File: src/include/emu_consts.vh
// Constants for the emulator run and break control block
// How it works
// - Observe target bus at full rate, no waits
// - Normal run halts on any enabled break
// - Counted software break pauses, then resumes
// - Cycle reset mode resets core every interval
// - Trigger pulses low together with core reset
// - Interval expiry resets regardless of core state
// - Cycle reset ignores breaks; only stop ends
// - Parallel entry refused in cycle reset mode
// - Parallel entry keeps the target running
// - Return or trace stop halts trace capture
// - Space entry keeps trace unless trace busy, one command only
// - Stop command in parallel ends the run
// - Host memory access in parallel mode stalls target per unit
// - Stall per access, 16-byte block, 4-byte word
// - Guarded write breaks except in cycle reset mode
// - Address match raises a hardware break
// - Data match raises a hardware break
// - Read/write level match raises a break
// - Delay counts further bus cycles, max 32767
// - Only channel zero offers delay counting
// - Satisfaction count gates the break, max 32767 on channel zero, 4095 on channel one
`ifndef EMU_CONSTS_VH
`define EMU_CONSTS_VH

// Timing
`define CLK_MHZ        200
`define TGT_MHZ        66
`define STALL_TIME_US  3280
`define PAUSE_CYC      20'h00010
`define RST_PULSE_NS   40
`define RST_PULSE_CYC  ((`RST_PULSE_NS * `CLK_MHZ + 999) / 1000)

// Register map: byte addresses, channel select field in bits 7:5, word offsets in bits 3:2
`define A_CMD    8'h00
`define A_STAT   8'h04
`define A_INTV   8'h08
`define A_ACC    8'h0C
`define A_TRC    8'h10
`define A_CH_SEL 3'h1
`define O_ADDR   2'h0
`define O_DATA   2'h1
`define O_CFG    2'h2
`define O_DLY    2'h3

// Command bits, each a one-shot
`define C_GO     0
`define C_CYC    1
`define C_STOP   2
`define C_PRET   3
`define C_PSPC   4
`define C_END    5
`define C_ABORT  6
`define C_DONE   7
`define C_CLRREF 8

// Channel configuration fields
`define F_EN_A   0
`define F_EN_D   1
`define F_EN_RW  2
`define F_RW_LVL 3
`define F_SAT    16
`define SAT_W0   15
`define SAT_W1   12
`define DLY_W    15

// Host access request fields
`define K_SINGLE 2'h0
`define K_DUMP   2'h1
`define K_DIS    2'h2
`define DUMP_RND 17'h0000F
`define DUMP_SH  4
`define DIS_RND  17'h00003
`define DIS_SH   2

`endif

File: src/verilog/break_channel.v
// One hardware break channel with satisfaction and delay counts
`timescale 1ns/1ps
`include "emu_consts.vh"
module break_channel #(
  parameter HAS_DELAY = 1,
  parameter CNT_W     = 15
)(
  input  wire              ref_clk,
  input  wire              rstn,
  input  wire              arm,
  input  wire              bus_cycle,
  input  wire [31:0]       bus_addr,
  input  wire [31:0]       bus_data,
  input  wire              bus_rw,
  input  wire [31:0]       cmp_addr,
  input  wire [31:0]       cmp_data,
  input  wire [3:0]        cfg,
  input  wire [CNT_W-1:0]  sat_cnt,
  input  wire [`DLY_W-1:0] dly_cnt,
  output reg               hit
);
  reg  [CNT_W-1:0]  seen_r;
  reg  [`DLY_W-1:0] dly_r;
  reg               dly_act_r;
  wire              any_en;
  wire              match;
  wire              sat_done;

  assign any_en = cfg[`F_EN_A] | cfg[`F_EN_D] | cfg[`F_EN_RW];
  assign match  = bus_cycle & any_en
                & (~cfg[`F_EN_A] | (bus_addr == cmp_addr))
                & (~cfg[`F_EN_D] | (bus_data == cmp_data))
                & (~cfg[`F_EN_RW] | (bus_rw == cfg[`F_RW_LVL]));
  // Zero or one in the count means the first match
  assign sat_done = ((seen_r + {{(CNT_W-1){1'b0}}, 1'b1}) >= sat_cnt);

  always @(posedge ref_clk or negedge rstn) begin
    if (!rstn) begin
      seen_r    <= {CNT_W{1'b0}};
      dly_r     <= {`DLY_W{1'b0}};
      dly_act_r <= 1'b0;
      hit       <= 1'b0;
    end else if (arm) begin
      seen_r    <= {CNT_W{1'b0}};
      dly_act_r <= 1'b0;
      hit       <= 1'b0;
    end else begin
      hit <= 1'b0;
      if (dly_act_r) begin
        if (bus_cycle) begin
          if (dly_r <= {{(`DLY_W-1){1'b0}}, 1'b1}) begin
            dly_act_r <= 1'b0;
            hit       <= 1'b1;
          end else begin
            dly_r <= dly_r - {{(`DLY_W-1){1'b0}}, 1'b1};
          end
        end
      end else if (match) begin
        if (sat_done) begin
          seen_r <= {CNT_W{1'b0}};
          if ((HAS_DELAY != 0) && (dly_cnt != {`DLY_W{1'b0}})) begin
            dly_act_r <= 1'b1;
            dly_r     <= dly_cnt;
          end else begin
            hit <= 1'b1;
          end
        end else begin
          seen_r <= seen_r + {{(CNT_W-1){1'b0}}, 1'b1};
        end
      end
    end
  end
endmodule

File: src/verilog/emu_run_control.v
// Run, cycle reset, parallel mode and break control of the emulator
`timescale 1ns/1ps
`include "emu_consts.vh"
module emu_run_control #(
  parameter [19:0] STALL_CYC = `STALL_TIME_US * `CLK_MHZ,
  parameter [19:0] PAUSE_CYC = `PAUSE_CYC
)(
  input  wire        ref_clk,
  input  wire        rstn,
  input  wire [7:0]  reg_addr,
  input  wire [31:0] reg_wdata,
  input  wire        reg_wr,
  input  wire        reg_rd,
  output reg  [31:0] reg_rdata,
  input  wire        tgt_bus_cycle,
  input  wire [31:0] tgt_addr,
  input  wire [31:0] tgt_data,
  input  wire        tgt_rw,
  input  wire        guard_wr_hit,
  input  wire        sw_break_hit,
  input  wire        sw_pass_hit,
  input  wire        trace_stop_hit,
  output reg         core_run,
  output reg         periodic_core_reset_n,
  output reg         trigger_out_pulse_n,
  output reg         trace_capture_en
);
  localparam [3:0] ST_STOP = 4'h1;
  localparam [3:0] ST_RUN  = 4'h2;
  localparam [3:0] ST_HOLD = 4'h4;
  localparam [3:0] ST_RST  = 4'h8;
  localparam [19:0] RST_CYC = `RST_PULSE_CYC;

  function is_ch;
    input [7:0] a;
    begin
      is_ch = (a[7:5] == `A_CH_SEL);
    end
  endfunction

  function [15:0] units_of;
    input [1:0]  kind;
    input [15:0] len;
    reg   [16:0] s;
    begin
      s = 17'h00000;
      case (kind)
        `K_DUMP: s = ({1'b0, len} + `DUMP_RND) >> `DUMP_SH;
        `K_DIS:  s = ({1'b0, len} + `DIS_RND) >> `DIS_SH;
        default: s = 17'h00001;
      endcase
      units_of = s[15:0];
    end
  endfunction

  reg  [3:0]        state_r;
  reg  [3:0]        state_nxt;
  reg  [19:0]       hold_r;
  reg  [19:0]       hold_nxt;
  reg  [31:0]       intv_r;
  reg  [31:0]       intv_cnt_r;
  reg  [31:0]       intv_nxt;
  reg  [15:0]       units_r;
  reg  [15:0]       units_nxt;
  reg               cyc_r;
  reg               par_r;
  reg               par_nxt;
  reg               spc_r;
  reg               spc_nxt;
  reg               ref_set;
  reg               refused_r;
  reg               trc_busy_r;
  reg  [4:0]        cause_r;
  reg  [31:0]       ch_addr_r [0:1];
  reg  [31:0]       ch_data_r [0:1];
  reg  [3:0]        ch_cfg_r  [0:1];
  reg  [14:0]       ch_sat_r  [0:1];
  reg  [`DLY_W-1:0] ch_dly_r;
  wire [1:0]        ch_hit;
  wire              cmd_wr;
  wire              go_cmd;
  wire              stop_req;
  wire              run_on;
  wire              brk_now;
  wire              enter;
  wire              acc_wr;
  wire              ch_wr;
  wire              ch_sel;
  integer           i;

  assign cmd_wr   = reg_wr && (reg_addr == `A_CMD);
  assign go_cmd   = cmd_wr && reg_wdata[`C_GO] && (state_r == ST_STOP);
  assign stop_req = cmd_wr && (reg_wdata[`C_STOP]
                  || (reg_wdata[`C_ABORT] && par_r));
  assign run_on   = (state_r == ST_RUN) || (state_r == ST_HOLD);
  // Breaks are masked only by cycle reset mode, never by core state
  assign brk_now  = !cyc_r && ((|ch_hit) || guard_wr_hit || sw_break_hit);
  assign enter    = cmd_wr && (reg_wdata[`C_PRET] || reg_wdata[`C_PSPC]);
  assign acc_wr   = reg_wr && (reg_addr == `A_ACC);
  assign ch_wr    = reg_wr && is_ch(reg_addr);
  assign ch_sel   = reg_addr[4];

  // Break channels watch every bus cycle with no stall of the target
  genvar g;
  generate
    for (g = 0; g < 2; g = g + 1) begin : chan
      localparam integer W = (g == 0) ? `SAT_W0 : `SAT_W1;
      break_channel #(
        .HAS_DELAY (g == 0 ? 1 : 0),
        .CNT_W     (W)
      ) u_chan (
        .ref_clk   (ref_clk),
        .rstn      (rstn),
        .arm       (go_cmd),
        .bus_cycle (tgt_bus_cycle),
        .bus_addr  (tgt_addr),
        .bus_data  (tgt_data),
        .bus_rw    (tgt_rw),
        .cmp_addr  (ch_addr_r[g]),
        .cmp_data  (ch_data_r[g]),
        .cfg       (ch_cfg_r[g]),
        .sat_cnt   (ch_sat_r[g][W-1:0]),
        .dly_cnt   (ch_dly_r),
        .hit       (ch_hit[g])
      );
    end
  endgenerate

  // Run state machine
  always @* begin
    state_nxt = state_r;
    hold_nxt  = hold_r;
    intv_nxt  = intv_cnt_r;
    units_nxt = units_r;
    case (state_r)
      ST_STOP: begin
        if (go_cmd) begin
          state_nxt = ST_RUN;
          intv_nxt  = intv_r;
          units_nxt = 16'h0000;
        end
      end
      ST_RUN: begin
        if (stop_req || brk_now) begin
          state_nxt = ST_STOP;
          units_nxt = 16'h0000;
        end else if (cyc_r && (intv_cnt_r <= 32'h00000001)) begin
          state_nxt = ST_RST;
          hold_nxt  = RST_CYC;
          intv_nxt  = intv_r;
        end else begin
          if (cyc_r) begin
            intv_nxt = intv_cnt_r - 32'h00000001;
          end
          if (sw_pass_hit && !cyc_r) begin
            state_nxt = ST_HOLD;
            hold_nxt  = PAUSE_CYC;
          end else if (units_r != 16'h0000) begin
            state_nxt = ST_HOLD;
            hold_nxt  = STALL_CYC;
            units_nxt = units_r - 16'h0001;
          end
        end
      end
      ST_HOLD, ST_RST: begin
        if (stop_req || brk_now) begin
          state_nxt = ST_STOP;
          units_nxt = 16'h0000;
        end else if (hold_r <= 20'h00001) begin
          state_nxt = ST_RUN;
        end else begin
          hold_nxt = hold_r - 20'h00001;
        end
      end
      default: begin
        state_nxt = ST_STOP;
      end
    endcase
    if (acc_wr && par_r && (state_r != ST_STOP) && (units_r == 16'h0000)) begin
      units_nxt = units_of(reg_wdata[17:16], reg_wdata[15:0]);
    end
  end

  // Parallel mode entry and exit
  always @* begin
    par_nxt = par_r;
    spc_nxt = spc_r;
    ref_set = 1'b0;
    if ((enter || trace_stop_hit) && (state_r != ST_STOP) && !par_r) begin
      if (cyc_r) begin
        ref_set = 1'b1;
      end else begin
        par_nxt = 1'b1;
        spc_nxt = enter && reg_wdata[`C_PSPC] && !reg_wdata[`C_PRET] && !trace_stop_hit;
      end
    end
    if (par_r && cmd_wr && (reg_wdata[`C_END] || (reg_wdata[`C_DONE] && spc_r))) begin
      par_nxt = 1'b0;
    end
    if (state_nxt == ST_STOP) begin
      par_nxt = 1'b0;
    end
  end

  always @(posedge ref_clk or negedge rstn) begin
    if (!rstn) begin
      state_r               <= ST_STOP;
      hold_r                <= 20'h00000;
      intv_cnt_r            <= 32'h00000000;
      units_r               <= 16'h0000;
      cyc_r                 <= 1'b0;
      par_r                 <= 1'b0;
      spc_r                 <= 1'b0;
      refused_r             <= 1'b0;
      cause_r               <= 5'h00;
      core_run              <= 1'b0;
      periodic_core_reset_n <= 1'b1;
      trigger_out_pulse_n   <= 1'b1;
      trace_capture_en      <= 1'b0;
    end else begin
      state_r    <= state_nxt;
      hold_r     <= hold_nxt;
      intv_cnt_r <= intv_nxt;
      units_r    <= units_nxt;
      par_r      <= par_nxt;
      spc_r      <= spc_nxt;
      if (go_cmd) begin
        cyc_r <= reg_wdata[`C_CYC];
      end
      // A refusal in the clearing cycle still sticks
      refused_r <= ref_set || (refused_r && !(cmd_wr && reg_wdata[`C_CLRREF]));
      if (go_cmd) begin
        cause_r <= 5'h00;
      end else if ((run_on || state_r == ST_RST) && stop_req) begin
        cause_r <= {1'b1, cause_r[3:0]};
      end else if (run_on && brk_now) begin
        cause_r <= cause_r | {1'b0, sw_break_hit, guard_wr_hit, ch_hit};
      end
      core_run              <= (state_nxt == ST_RUN);
      periodic_core_reset_n <= (state_nxt != ST_RST);
      trigger_out_pulse_n   <= (state_nxt != ST_RST);
      trace_capture_en      <= (state_nxt != ST_STOP)
                             && !(par_nxt && !spc_nxt)
                             && !(par_nxt && spc_nxt && trc_busy_r);
    end
  end

  // Configuration registers
  always @(posedge ref_clk or negedge rstn) begin
    if (!rstn) begin
      intv_r     <= 32'h00000000;
      trc_busy_r <= 1'b0;
      ch_dly_r   <= {`DLY_W{1'b0}};
      for (i = 0; i < 2; i = i + 1) begin
        ch_addr_r[i] <= 32'h00000000;
        ch_data_r[i] <= 32'h00000000;
        ch_cfg_r[i]  <= 4'h0;
        ch_sat_r[i]  <= 15'h0000;
      end
    end else begin
      if (reg_wr && (reg_addr == `A_INTV)) begin
        intv_r <= reg_wdata;
      end
      if (reg_wr && (reg_addr == `A_TRC)) begin
        trc_busy_r <= reg_wdata[0];
      end
      if (ch_wr) begin
        case (reg_addr[3:2])
          `O_ADDR: ch_addr_r[ch_sel] <= reg_wdata;
          `O_DATA: ch_data_r[ch_sel] <= reg_wdata;
          `O_CFG: begin
            ch_cfg_r[ch_sel] <= reg_wdata[3:0];
            if (ch_sel) begin
              ch_sat_r[1] <= {3'b000, reg_wdata[`F_SAT+`SAT_W1-1:`F_SAT]};
            end else begin
              ch_sat_r[0] <= reg_wdata[`F_SAT+`SAT_W0-1:`F_SAT];
            end
          end
          default: begin
            if (!ch_sel) begin
              ch_dly_r <= reg_wdata[`DLY_W-1:0];
            end
          end
        endcase
      end
    end
  end

  // Read port, data valid only in the cycle after the strobe
  always @(posedge ref_clk or negedge rstn) begin
    if (!rstn) begin
      reg_rdata <= 32'h00000000;
    end else if (reg_rd) begin
      if (is_ch(reg_addr)) begin
        case (reg_addr[3:2])
          `O_ADDR: reg_rdata <= ch_addr_r[ch_sel];
          `O_DATA: reg_rdata <= ch_data_r[ch_sel];
          `O_CFG:  reg_rdata <= {1'b0, ch_sat_r[ch_sel], 12'h000, ch_cfg_r[ch_sel]};
          default: reg_rdata <= ch_sel ? 32'h00000000 : {17'h00000, ch_dly_r};
        endcase
      end else begin
        case (reg_addr)
          `A_STAT: reg_rdata <= {12'h000, state_r, 3'b000, cause_r,
                                 3'b000, refused_r, trace_capture_en,
                                 spc_r, par_r, cyc_r};
          `A_INTV: reg_rdata <= intv_r;
          `A_ACC:  reg_rdata <= {16'h0000, units_r};
          `A_TRC:  reg_rdata <= {31'h00000000, trc_busy_r};
          default: reg_rdata <= 32'h00000000;
        endcase
      end
    end else begin
      reg_rdata <= 32'h00000000;
    end
  end
endmodule

File: config.mk
export PLATFORM = sky130hd
export DESIGN_NAME = emu_run_control
export DESIGN_NICKNAME = d
export VERILOG_FILES = /design/src/verilog/break_channel.v /design/src/verilog/emu_run_control.v
export VERILOG_INCLUDE_DIRS = /design/src /design/src/include
export SDC_FILE = /design/constraint.sdc
export NUM_CORES = 1
export LEC_CHECK = 0
export BUFFER_PORTS_ARGS = -buffer_cell sky130_fd_sc_hd__buf_2
export CAP_MARGIN = 0
export CORE_ASPECT_RATIO = 0.75
export CORE_MARGIN = 2
export CORE_UTILIZATION = 50
export CTS_CLUSTER_DIAMETER = 60
export DETAILED_ROUTE_END_ITERATION = 10
export GPL_TIMING_DRIVEN = 0
export PLACE_DENSITY = 0.68
export SETUP_SLACK_MARGIN = 0.15
export SYNTH_ARGS = -nofsm -noshare
export SYNTH_HDL_FRONTEND = slang
export SYNTH_SLANG_ARGS = --single-unit
File: constraint.sdc
create_clock -name ref_clk -period 9.5 [get_ports ref_clk]
set_clock_uncertainty 0.15 [all_clocks]
set_input_delay 0 -clock ref_clk [delete_from_list [all_inputs] [get_ports ref_clk]]
set_output_delay 0 -clock ref_clk [all_outputs]
set_load 0.01 [all_outputs]
==> out/summary.txt <==
Outcome -> complete, but fails checks
Failing checks -> max-capacitance violations
Final ANT Viol Nets -> 0
Pre-CTS setup slack -> 4.78 ns
Sequential area share after synthesis -> 44.7%
Gpl congestion -> 0.988
First-pass GRT wire length -> 117000 um
Post-synthesis simple-gate area fraction -> 14.2%
Placed Instances -> 2884
Synth top area share -> 44.4%
Setup TNS -> 0 ns
Worst skew pair latency -> 0.57 ns
Syn_area_per_cell -> 10.1 um2
Crit Path Max Fanout -> 9
Initial antenna violation count -> 3
Post-CTS Resized -> 0
# setup viols final -> 0
Final period util -> 52.4%
1st-pass router iterations -> 8
Crit Path Class -> reg2reg
Met3 Use GR -> 8.36%
Drt total wl -> 78900 um
Post-CTS setup buffers -> 0
Clock transition at path regs -> 0.06 ns
Worst min path class -> in2reg
Die area -> 0.0452 mm2
Hold WS -> 0.0575 ns
P&R area growth vs syn -> 15.4%
Post-synth top flop -> dfrtp_1
F_max -> 201 MHz
Final slew viol count -> 0
RSZ-0062 raised after global routing -> no
Die H -> 185 um
# IOs -> 150
H-tree levels -> 2
Non-Filler Instances -> 3006
Detailed placement HPWL -> 59500 um
Final Hold Vio Count -> 0
Post-DR vias/cell -> 6.44
Final net count -> 2550
Share of layout cells above drive strength 1 -> 19.4%
Post-synth EDFFs -> 0
Top Usage Layer GRT -> met1
GR Util All Layers -> 34.7%
Startpoint types -> flip-flop
GR met1 Demand/Resource -> 51.7%
Compound-Gate Fraction of Synth Area -> 14.7%
Starting Density -> 50.5%
Net count after synthesis -> 2315
Final Util -> 58.2%
Routed len/inst -> 26.2 um
Yosys reg bits -> 388
CTS root buffer -> clkbuf_16
Warnings, synthesis -> 0
CTS Sinks -> 388
CP Capture Type -> flip-flop
Synth async-reset ratio -> 100%
Post-Synth XOR/XNOR Area -> 7.53%
Max Cap Viol -> 1
Mapped Area -> 0.0217 mm2
Hold buffer count at CTS -> 46
Fill count -> 3694
Distinct cells, synth -> 78
Power per cell area -> 186 mW/mm2
DRC viols -> 0
Worst Slack Setup Final -> 4.53 ns
Vias in the first global route -> 18300
Min Tclk post-route -> 4.97 ns
Number of port buffers -> 142
Largest family of logic cells by synthesized area -> compound AO/OA/AOI/OAI gates
Max VDD drop -> 128 uV
Synth Instances -> 2161
Post-synthesis mux area share -> 13.2%
Bufs on Longest Clock Path -> 3
Most frequent cell after synthesis -> dfrtp_1
Die width -> 245 um
Largest net degree at the start of global routing -> 118
Slew margin rel. -> 2.84%
CTS tree -> built
Synth cell count leaders -> dfrtp_1, mux2_2, nor2_1
Worst-Margin Slew -> 1.42 ns
Routing usage on met2 -> 50.2%
Core area -> 0.0431 mm2
CTS Buf Count -> 42
Iteration-0 DRC Markers -> 2478
Grt total ovfl -> 0
R2r setup slk -> 4.53 ns
Via Count -> 19400
CP Data Arrival Time -> 5.32 ns
Largest area contributor in the netlist -> dfrtp_1
Leakage -> 0.0115 uW
Ranking of synthesized cells by area -> dfrtp_1, mux2_2, xor2_1
Row count -> 66
Post-Synth Adder-Cell Area -> 2.30%
CP required -> 9.85 ns
-- final cells by class --
class / count / area [um2] / area share [%]
Tap cell: 578 / 723 / 2.88
Clock inverter: 20 / 190 / 0.758
Buffer: 116 / 488 / 1.94
Sequential cell: 388 / 9710 / 38.7
Multi-Input combinational cell: 1589 / 11300 / 45.0
Timing Repair Buffer: 191 / 1280 / 5.11
Antenna cell: 1 / 2.50 / 0.00997
Clock buffer: 55 / 1140 / 4.54
Inverter: 68 / 255 / 1.02
-- registers in the layout, indices dropped and copies added (netlist names), 5 cells and up --
signal and cells:
chan.u_chan.seen_r 27, ch_cfg_r 8, reg_rdata 32, intv_cnt_r 32
chan.u_chan.dly_r 30, ch_addr_r 64, intv_r 32, hold_r 20
ch_dly_r 15, ch_sat_r 27, ch_data_r 64, units_r 16
cause_r 5
-- layout by cell type, fill, tap and decap left out, types with 63 or more instances in the layout --
cell / instances
nor4_1: 66
nor2_1: 155
a21oi_1: 113
inv_1: 65
buf_2: 156
nor3_1: 75
nand2_1: 147
clkbuf_1: 95
dfrtp_1: 386
xor2_1: 154
o21ai_0: 63
o21ai_1: 77
mux2_2: 200
-- critical path, cell delays in order, from the launching register on --
cell and delay, ns:
dfrtp_1 0.47, nand3_1 0.25, or3_1 0.49, nor2_1 0.27
nand3_1 0.13, xnor2_1 0.21, ha_1 0.30, a21oi_1 0.17
o21ai_0 0.16, o41ai_2 0.82, nand4_1 0.60, nor2_1 0.63
mux2_2 0.26
-- cell families after synthesis --
kind of cell    Yosys count
fa+ha+maj                40
mux                     246
compound gates          499
flops                   388
simple gates            617
buf+inv                 184
xor+xnor                187
-- per-layer routing --
metal	vias up	part of all wire, %
met2	1151	42
met5	-	0
met1	9663	44
li1	8379	-
met4	0	3.0
met3	159	11
-- path summary, 6_finish.rpt --
check / cells after the start / endpoint / start
worst max-delay path: 12 / chan[1].u_chan.seen_r[0] / chan[1].u_chan.seen_r[2]
worst min-delay path: 2 / ch_addr_r[41] / reg_wdata[9]
worst max register to register: 12 / chan[1].u_chan.seen_r[0] / chan[1].u_chan.seen_r[2]
worst min register to register: 1 / chan[1].u_chan.dly_r[5] / chan[1].u_chan.dly_r[5]
max in group asynchronous: 5 / ch_sat_r[7] / rstn
min in group asynchronous: 3 / trigger_out_pulse_n / rstn
-- metrics by stage --
step | instance area (um2) | power [uW]
6_report | 25100 | 4670
5_1_grt | 25100 | 4850
4_1_cts | 25100 | 4650
3_5_place_dp | 23300 | 3020
3_3_place_gp | 23200 | 2980
2_1_floorplan | 21700 | 2640
-- report_power, final --
part | leakage (uW) | internal [uW] | switching [uW]
Sequential | 0.00515 | 1830 | 207
Clock | 0.000659 | 910 | 721
Combinational | 0.00572 | 432 | 573
No activity file was read; power rests on OpenSTA's default activity.
